`config.mk`:
```
export PLATFORM = sky130hd
export DESIGN_NAME = epd_pulse_divider
export DESIGN_NICKNAME = d
export VERILOG_FILES = /design/src/shared/epd_pkg.sv /design/src/hdl/epd_pulse_divider.sv
export SDC_FILE = /design/constraint.sdc
export NUM_CORES = 1
export LEC_CHECK = 0
export ABC_AREA = 1
export BUFFER_PORTS_ARGS = -buffer_cell sky130_fd_sc_hd__buf_4
export CAP_MARGIN = 20
export CELL_PAD_IN_SITES_DETAIL_PLACEMENT = 0
export CELL_PAD_IN_SITES_GLOBAL_PLACEMENT = 1
export CORE_MARGIN = 8
export CORE_UTILIZATION = 34
export CTS_BUF_LIST = sky130_fd_sc_hd__clkbuf_16
export DETAILED_ROUTE_END_ITERATION = 10
export GPL_TIMING_DRIVEN = 0
export PLACE_DENSITY = 0.61
export SLEW_MARGIN = 20
export SYNTH_ARGS = -nofsm -noshare
export SYNTH_HDL_FRONTEND = slang
export SYNTH_SLANG_ARGS = --single-unit
export TNS_END_PERCENT = 30
```
`constraint.sdc`:
```
create_clock -name mclk -period 6.75 [get_ports mclk]
set_input_delay 0.675 -clock mclk [delete_from_list [all_inputs] [get_ports mclk]]
set_output_delay 0.675 -clock mclk [all_outputs]
set_load 0.01 [all_outputs]
```
`src/shared/epd_pkg.sv`:
```
// constants and types for the encoder pulse output divider
package epd_pkg;
    typedef logic [26:0] epd_val_t;
    typedef enum logic [2:0] {
        ZS_IDLE  = 3'b001,
        ZS_ARMED = 3'b010,
        ZS_HIGH  = 3'b100
    } epd_zs_t;
    // register byte addresses
    localparam logic [7:0] A_PPR   = 8'h00;
    localparam logic [7:0] A_NUM   = 8'h04;
    localparam logic [7:0] A_DEN   = 8'h08;
    localparam logic [7:0] A_PHASE = 8'h0c;
    localparam logic [7:0] A_ZOFS  = 8'h10;
    localparam logic [7:0] A_CTRL  = 8'h14;
    localparam logic [7:0] A_STAT  = 8'h18;
    // reset values
    localparam epd_val_t RST_PPR   = 27'h0000800;
    localparam epd_val_t RST_NUM   = 27'h0000001;
    localparam epd_val_t RST_DEN   = 27'h0000010;
    localparam logic     RST_PHASE = 1'b0;
    localparam logic [23:0] RST_ZOFS = 24'h000000;
    // setting limits
    localparam epd_val_t RATIO_MAX = 27'h4000000;
    localparam epd_val_t PPR_MIN   = 27'h0000010;
    localparam epd_val_t PPR_MAX   = 27'h0400000;
    localparam epd_val_t BASE_REV  = 27'h0400000;
    // field positions
    localparam int CTRL_RESTART = 0;
    localparam int ST_DIRECT    = 0;
    localparam int ST_CLAMP     = 1;
    localparam int ST_A         = 2;
    localparam int ST_B         = 3;
    localparam int ST_Z         = 4;
    localparam int ENC_LSB      = 2;
    // timing and axi response codes
    localparam int CLK_MHZ      = 200;
    localparam int Z_WIDTH_US   = 100;
    localparam int Z_WIDTH_CYC  = Z_WIDTH_US * CLK_MHZ;
    localparam logic [1:0] RESP_OKAY   = 2'b00;
    localparam logic [1:0] RESP_SLVERR = 2'b10;
endpackage
```
`src/hdl/epd_pulse_divider.sv`:
```
// encoder emulation output: divided quadrature and index pulses, axi4-lite settings
//
// Functional notes
// numerator/denominator scale the output only while pulses-per-rev is zero.
// numerator and denominator accept 1..67108864, defaults 1 and 16.
// the ratio applies to a base count of encoder resolution less two bits.
// a numerator above the denominator gives a division ratio of exactly one.
// software should keep numerator no larger than denominator.
// in ratio mode the index pulse is free of the phases and 100 us wide.
// phase order at ccw: 0 makes B lead, 1 makes A lead, default 0.
// A and B leave on two complementary differential pairs.
// the index shifts ccw by an offset of 0..16777215 pulses, default 0.
// the index offset ignores the rotation direction selection.
// homing uses the same offset-shifted index position.
// in direct mode the index follows phase A with A's pulse width.
// pulses-per-rev accepts 16..4194304, zero selects the ratio.
// an accumulator adds the numerator per base count, steps at the denominator.
// settings take effect only at a restart.
`timescale 1ns/1ps
module epd_pulse_divider
    import epd_pkg::*;
#(
    parameter int Z_CYCLES = epd_pkg::Z_WIDTH_CYC
) (
    input  wire logic        mclk,
    input  wire logic        arst_n,
    input  wire logic [7:0]  s_axi_awaddr,
    input  wire logic        s_axi_awvalid,
    output logic             s_axi_awready,
    input  wire logic [31:0] s_axi_wdata,
    input  wire logic [3:0]  s_axi_wstrb,
    input  wire logic        s_axi_wvalid,
    output logic             s_axi_wready,
    output logic [1:0]       s_axi_bresp,
    output logic             s_axi_bvalid,
    input  wire logic        s_axi_bready,
    input  wire logic [7:0]  s_axi_araddr,
    input  wire logic        s_axi_arvalid,
    output logic             s_axi_arready,
    output logic [31:0]      s_axi_rdata,
    output logic [1:0]       s_axi_rresp,
    output logic             s_axi_rvalid,
    input  wire logic        s_axi_rready,
    input  wire logic [23:0] encPos,
    output logic             quadOutAPos,
    output logic             quadOutANeg,
    output logic             quadOutBPos,
    output logic             quadOutBNeg,
    output logic             indexOutPos,
    output logic             indexOutNeg,
    output logic             homeRef
);
    import epd_pkg::*;

    logic        awHeld;
    logic        wHeld;
    logic [7:0]  awAddr;
    logic [31:0] wData;
    logic [3:0]  wStrb;
    logic        doWrite;
    logic        restart;
    logic [31:0] merged;
    epd_val_t    stPpr;
    epd_val_t    stNum;
    epd_val_t    stDen;
    logic        stPhase;
    logic [23:0] stZofs;
    epd_val_t    acPpr;
    epd_val_t    acNum;
    epd_val_t    acDen;
    logic        acPhase;
    logic [23:0] acZofs;
    logic        direct;
    logic        clamp;
    epd_val_t    effNum;
    epd_val_t    effDen;
    logic [21:0] prevBase;
    logic [21:0] delta;
    logic        encFwd;
    logic        encRev;
    epd_val_t    acc;
    logic [27:0] sumF;
    logic        stepUp;
    logic        stepDn;
    logic [1:0]  qCnt;
    logic [1:0]  gray;
    logic        aNext;
    logic        bNext;
    logic        zNext;
    logic [23:0] rel;
    logic        prevRelZero;
    logic        idxEvent;
    logic [14:0] zCnt;
    epd_zs_t     zs;
    epd_zs_t     next_zs;
    logic [2:0]  chVal;
    logic [2:0]  outP;
    logic [2:0]  outN;

    function automatic logic [31:0] regRead(input logic [7:0] a);
        case (a)
            A_PPR:   regRead = {5'h00, stPpr};
            A_NUM:   regRead = {5'h00, stNum};
            A_DEN:   regRead = {5'h00, stDen};
            A_PHASE: regRead = {31'h0, stPhase};
            A_ZOFS:  regRead = {8'h00, stZofs};
            A_STAT:  regRead = {27'h0, outP[2], outP[1], outP[0], clamp, direct};
            default: regRead = 32'h0;
        endcase
    endfunction

    function automatic logic mapped(input logic [7:0] a);
        mapped = (a <= A_STAT) && (a[1:0] == 2'b00);
    endfunction

    // ---------------- axi4-lite write channel ----------------
    assign s_axi_awready = !awHeld && !s_axi_bvalid;
    assign s_axi_wready  = !wHeld && !s_axi_bvalid;
    assign doWrite       = awHeld && wHeld;

    always_comb begin
        merged = regRead(awAddr);
        for (int i = 0; i < 4; i++) begin
            if (wStrb[i]) begin
                merged[i*8 +: 8] = wData[i*8 +: 8];
            end
        end
    end

    always_ff @(posedge mclk or negedge arst_n) begin
        if (!arst_n) begin
            awHeld       <= 1'b0;
            wHeld        <= 1'b0;
            awAddr       <= 8'h00;
            wData        <= 32'h0;
            wStrb        <= 4'h0;
            s_axi_bvalid <= 1'b0;
            s_axi_bresp  <= RESP_OKAY;
        end else begin
            if (s_axi_awvalid && s_axi_awready) begin
                awHeld <= 1'b1;
                awAddr <= s_axi_awaddr;
            end
            if (s_axi_wvalid && s_axi_wready) begin
                wHeld <= 1'b1;
                wData <= s_axi_wdata;
                wStrb <= s_axi_wstrb;
            end
            if (doWrite) begin
                awHeld       <= 1'b0;
                wHeld        <= 1'b0;
                s_axi_bvalid <= 1'b1;
                s_axi_bresp  <= mapped(awAddr) ? RESP_OKAY : RESP_SLVERR;
            end else if (s_axi_bready) begin
                s_axi_bvalid <= 1'b0;
            end
        end
    end

    // staged settings; out-of-range values are dropped, not clipped
    always_ff @(posedge mclk or negedge arst_n) begin
        if (!arst_n) begin
            stPpr   <= RST_PPR;
            stNum   <= RST_NUM;
            stDen   <= RST_DEN;
            stPhase <= RST_PHASE;
            stZofs  <= RST_ZOFS;
        end else if (doWrite) begin
            case (awAddr)
                A_PPR: begin
                    if (merged[31:27] == 5'h00 && (merged[26:0] == 27'h0
                        || (merged[26:0] >= PPR_MIN && merged[26:0] <= PPR_MAX))) begin
                        stPpr <= merged[26:0];
                    end
                end
                A_NUM: begin
                    if (merged[31:27] == 5'h00 && merged[26:0] != 27'h0
                        && merged[26:0] <= RATIO_MAX) begin
                        stNum <= merged[26:0];
                    end
                end
                A_DEN: begin
                    if (merged[31:27] == 5'h00 && merged[26:0] != 27'h0
                        && merged[26:0] <= RATIO_MAX) begin
                        stDen <= merged[26:0];
                    end
                end
                A_PHASE: stPhase <= merged[0];
                A_ZOFS:  stZofs  <= merged[23:0];
                default: ;
            endcase
        end
    end

    // restart emulates power-up: only then do staged values go live
    assign restart = doWrite && (awAddr == A_CTRL) && wStrb[0] && wData[CTRL_RESTART];

    always_ff @(posedge mclk or negedge arst_n) begin
        if (!arst_n) begin
            acPpr   <= RST_PPR;
            acNum   <= RST_NUM;
            acDen   <= RST_DEN;
            acPhase <= RST_PHASE;
            acZofs  <= RST_ZOFS;
        end else if (restart) begin
            acPpr   <= stPpr;
            acNum   <= stNum;
            acDen   <= stDen;
            acPhase <= stPhase;
            acZofs  <= stZofs;
        end
    end

    // ---------------- axi4-lite read channel ----------------
    assign s_axi_arready = !s_axi_rvalid;

    always_ff @(posedge mclk or negedge arst_n) begin
        if (!arst_n) begin
            s_axi_rvalid <= 1'b0;
            s_axi_rdata  <= 32'h0;
            s_axi_rresp  <= RESP_OKAY;
        end else if (s_axi_arvalid && s_axi_arready) begin
            s_axi_rvalid <= 1'b1;
            s_axi_rdata  <= regRead(s_axi_araddr);
            s_axi_rresp  <= mapped(s_axi_araddr) ? RESP_OKAY : RESP_SLVERR;
        end else if (s_axi_rready) begin
            s_axi_rvalid <= 1'b0;
        end
    end

    // ---------------- divider ----------------
    assign direct = (acPpr != 27'h0);
    assign clamp  = !direct && (acNum > acDen);
    assign effNum = direct ? acPpr : (clamp ? 27'h1 : acNum);
    assign effDen = direct ? BASE_REV : (clamp ? 27'h1 : acDen);

    // base count drops the two low encoder bits; one base step per clock at most
    assign delta  = encPos[23:ENC_LSB] - prevBase;
    assign encFwd = (delta == 22'h000001);
    assign encRev = (delta == 22'h3fffff);
    assign sumF   = {1'b0, acc} + {1'b0, effNum};
    assign stepUp = encFwd && (sumF >= {1'b0, effDen});
    assign stepDn = encRev && (acc < effNum);

    always_ff @(posedge mclk or negedge arst_n) begin
        if (!arst_n) begin
            prevBase <= 22'h0;
        end else begin
            prevBase <= encPos[23:ENC_LSB];
        end
    end

    always_ff @(posedge mclk or negedge arst_n) begin
        if (!arst_n) begin
            acc  <= 27'h0;
            qCnt <= 2'b00;
        end else if (restart) begin
            acc  <= 27'h0;
            qCnt <= 2'b00;
        end else if (stepUp) begin
            acc  <= 27'(sumF - {1'b0, effDen});
            qCnt <= qCnt + 2'b01;
        end else if (encFwd) begin
            acc  <= sumF[26:0];
        end else if (stepDn) begin
            acc  <= acc + effDen - effNum;
            qCnt <= qCnt - 2'b01;
        end else if (encRev) begin
            acc  <= acc - effNum;
        end
    end

    // up-count is ccw; plain gray order lets B move first
    assign gray = {qCnt[1], qCnt[1] ^ qCnt[0]};
    assign {aNext, bNext} = acPhase ? {gray[0], gray[1]} : gray;

    // ---------------- index ----------------
    // offset taken against raw position only, so direction setting never enters
    assign rel      = encPos - acZofs;
    assign idxEvent = (rel[23:ENC_LSB] == 22'h0) && !prevRelZero;

    always_ff @(posedge mclk or negedge arst_n) begin
        if (!arst_n) begin
            prevRelZero <= 1'b1;
            homeRef     <= 1'b0;
        end else begin
            prevRelZero <= (rel[23:ENC_LSB] == 22'h0);
            homeRef     <= idxEvent;
        end
    end

    always_ff @(posedge mclk or negedge arst_n) begin
        if (!arst_n) begin
            zCnt <= 15'h0;
        end else if (restart || direct) begin
            zCnt <= 15'h0;
        end else if (idxEvent) begin
            zCnt <= 15'(Z_CYCLES);
        end else if (zCnt != 15'h0) begin
            zCnt <= zCnt - 15'h1;
        end
    end

    always_comb begin
        next_zs = zs;
        case (zs)
            ZS_IDLE:  if (idxEvent && direct) next_zs = ZS_ARMED;
            ZS_ARMED: if (aNext && !outP[0]) next_zs = ZS_HIGH;
            ZS_HIGH:  if (!aNext && outP[0]) next_zs = ZS_IDLE;
            default:  next_zs = ZS_IDLE;
        endcase
        if (!direct || restart) begin
            next_zs = ZS_IDLE;
        end
    end

    always_ff @(posedge mclk or negedge arst_n) begin
        if (!arst_n) begin
            zs <= ZS_IDLE;
        end else begin
            zs <= next_zs;
        end
    end

    // a ratio-mode index is a timed pulse, unrelated to the phases
    assign zNext = direct ? (next_zs == ZS_HIGH) : (zCnt != 15'h0 && !restart);
    assign chVal = {zNext, bNext, aNext};

    // complementary pairs, each leg its own flop so both switch together
    for (genvar i = 0; i < 3; i++) begin : g_pair
        always_ff @(posedge mclk or negedge arst_n) begin
            if (!arst_n) begin
                outP[i] <= 1'b0;
                outN[i] <= 1'b1;
            end else begin
                outP[i] <= chVal[i];
                outN[i] <= !chVal[i];
            end
        end
    end

    assign quadOutAPos = outP[0];
    assign quadOutANeg = outN[0];
    assign quadOutBPos = outP[1];
    assign quadOutBNeg = outN[1];
    assign indexOutPos = outP[2];
    assign indexOutNeg = outN[2];
endmodule

```
==> impl_results.md <==
* Outcome: finished clean
* Setup crit start: acDen[4]$_DFFE_PN1P_
* Yosys cell types at 60
* H-tree lvl count at 2
* Vias in the first global route at between 20000 and 30000
* Mux contribution to synthesized area at 0.0143
* Initial antenna violation count at 0
* Syn Area/Cell at 6.81 um2
* Commonest cells after routing, fill and taps aside: nand2_1 (1254), inv_1 (583), dfrtp_1 (355)
* Via count at 28300
* Adder-cell share of the synthesized area at 0.0984
* HPWL Detailed at 101000 um
* Worst r2r dst: acc[6]$_DFFE_PN0P_
* Final nets at 4729
* Placement Cell Area at 31400 um2
* Clock Latency Late Sink at 0.61 ns
* TNS Setup at 0 ns
* Final Hold Violating Endpoints at 0
* Cell mode on critical path: nand2_1
* Reg clk slew, reported paths at approximately 0.060 ns
* Port Buffers at roughly 120
* Clock Sinks at 366
* Final min period at 6.50 ns
* Detailed Route Iter0 Violations at 1928
* Critical path depth at 38
* Leakage at roughly 0.017 uW
* Max-cap violations at 0
* Largest family of logic cells by synthesized area: simple AND/OR/NAND/NOR gates
* Worst Setup End Kind: flip-flop
* DR pass1 iterations at 5
* Largest net degree at the start of global routing at 85
* Die area at between 90000 and 100000 um2
* Slowest-stage cell, CP: dfstp_2
* Relative slew margins at 0.193
* Final count of pins violating max slew at 0
* Top cell family by delay on the critical path: simple AND/OR/NAND/NOR gates
* Req. time, crit path at just over 7 ns
* Fin cells at between 5000 and 6000
* Fmax at around 150 MHz
* CTS tree: yes
* Bufs and invs on worst path at 9
* Core Area at roughly 85000 um2
* Clk root buf: clkbuf_16
* Warnings, synthesis at 0
* Post-Synthesis Cells at 4243
* Tightest Hold Check Type: input port to asynchronous set/reset pin
* Mapped Area at between 20000 and 30000 um2
* DIE WIDTH at 307 um
* Crit-path max FO at 10
* Post-synthesis compound-gate area fraction at 0.126
* Sequential area share after synthesis at 0.318
* Die Ht at 307 um
* Initial Util at 0.341
* Reg2Reg Setup Slack at 0.25 ns
* Design Area, Final at 33600 um2
* CP arrival at ~7 ns
* DRC at 0
* Worst Setup EP: acc[6]$_DFFE_PN0P_
* Worst Max-Slew Pin Slew at between 1 and 1.5 ns
* Power per standard cell area at 195 nW/um2
* Reg-to-reg critical path startpoint: acDen[4]$_DFFE_PN1P_
* Seq cells post-synth at about 370
* Detailed Route WL at 120000 um
* Wire length per cell at 21.3 um
* Syn-to-layout area delta at 16.5%
* Post-Synth XOR/XNOR Area at 0.0331
* Vias/cell at just over 5
* Fin crit share at 0.964
* Dpl cells at 5522
* Worst-case clock skew at 0.0303 ns
* Ys async rst share at 1.00
* Global-route wire length before repair at 179000 um
* Routed Antenna Nets at 0
* Maximum vdd drop at 0.188 mV
* Synth Area in Simple Gates at 0.311
* Critical path startpoint category: flip-flop
* Worst Reg-to-Reg Cells at 38
* GP Congestion at 0.922
* All-Layer GR Usage at 0.248
* Finish-stage setup viols at 0
* CP Class: flip-flop to flip-flop
* Layout cells sized above 1 at 0.102
* IO Pins at 131
* Max clock buf depth at 3
* Max incr delay on CP at 0.53 ns
* Commonest non-fill, non-tap cell in the layout: nand2_1
* CTS buffer count at 46
* EDFF count, synth at 0
* Dominant synthesized flop cell: dfrtp_1
* Row cnt at 107
* Grt total ovfl at 0
## cell usage after synthesis (all sizes together), types with 13 or more instances
cell	count	area share
nand2	1269	0.17
inv	588	0.076
nor2	390	0.053
dfrtp	355	0.31
o21ai	318	0.056
nand3	238	0.042
a21oi	214	0.038
ha	179	0.078
nand4	120	0.027
clkbuf	88	0.011
xor2	75	0.023
nor3	73	0.013
buf	50	0.011
mux2	35	0.014
xnor2	34	0.010
fa	30	0.021
o22ai	30	0.0065
a221oi	26	0.0079
or2	20	0.0043
o21bai	16	0.0042
a21o	14	0.0036
a31oi	13	0.0028
## flip-flops by register name, indices dropped and copies added (netlist names), 2 cells and up
register and cells:
wData 32, acDen 27, acNum 27, acPpr 27, acc 27, s_axi_rdata 27, stDen 27, stNum 27
stPpr 27, acZofs 24, stZofs 24, prevBase 22, zCnt 15, awAddr 8, wStrb 4, zs 3
qCnt 2
## per-stage QoR
step	setup slack, ns	hold slack [ns]	util	total power (uW)
finish	0.246	0.0414	0.398	6570
global route	-0.00857	0.0989	0.398	6920
CTS	0.00571	0.0825	0.394	6660
detailed placement	-2.30	0.459	0.371	4020
global placement	-2.35	0.459	0.369	4000
floorplan	0.902	0.379	-	3470
## metal layers
metal	vias up	part of all wire	track usage
met5	-	0	0
met4	0	0.039	0.0851
met3	177	0.040	0.0258
met2	626	0.47	0.424
met1	13400	0.45	0.325
li1	14100	-	-
## power breakdown
group | internal, uW | switching (uW) | total [uW] | leakage [uW]
Sequential | 2360 | 99.7 | 2460 | 0.00485
Combinational | 481 | 1020 | 1500 | 0.0114
Clock | 1540 | 1070 | 2610 | 0.000793
## kinds of logic (layout without fill, tap and decap cells)
| family | count (synthesis) | count (layout) |
|---|---|---|
| AO/OA/AOI/OAI | 662 | 662 |
| buffers and inverters | 727 | 950 |
| flip-flops | 366 | 366 |
| XOR/XNOR | 109 | 109 |
| adder cells (fa/ha/maj) | 209 | 209 |
| AND/OR/NAND/NOR | 2132 | 2132 |
| multiplexers | 37 | 37 |
| other | 1 | 8 |
## how the worst min path moves through the flow
stage / endpoint / slack, ns / cells past startpoint
floorplan: acDen[0]$_DFFE_PN0P_ / 0.38 / 0
global placement: stPpr[2]$_DFFE_PN0P_ / 0.46 / 2
detailed placement: stPpr[2]$_DFFE_PN0P_ / 0.46 / 2
CTS: wData[10]$_DFFE_PN0P_ / 0.08 / 1
global route: wData[10]$_DFFE_PN0P_ / 0.1 / 1
finish: wData[10]$_DFFE_PN0P_ / 0.04 / 1
## final cells by class
class | instances | area [um2]
well taps | 1144 | 1430
flip-flops and latches | 366 | 9170
repair buffers | 151 | 1220
clock inverters | 36 | 402
inverters | 589 | 2220
diodes | 1 | 2.50
clock buffers | 47 | 1180
multi-input cells | 3156 | 17300
fillers | 9295 | 51000
plain buffers | 127 | 664
## repair_timing
action / 4_1_cts / 5_1_grt
gates resized for setup: 77 / 79
pin swaps: 7 / 14
setup buffers: 11 / 11
hold buffers: 0 / 0
endpoints found under the setup margin: 29 / 29
cloned: 0 / 0
Power figures use the tool's default switching activity.
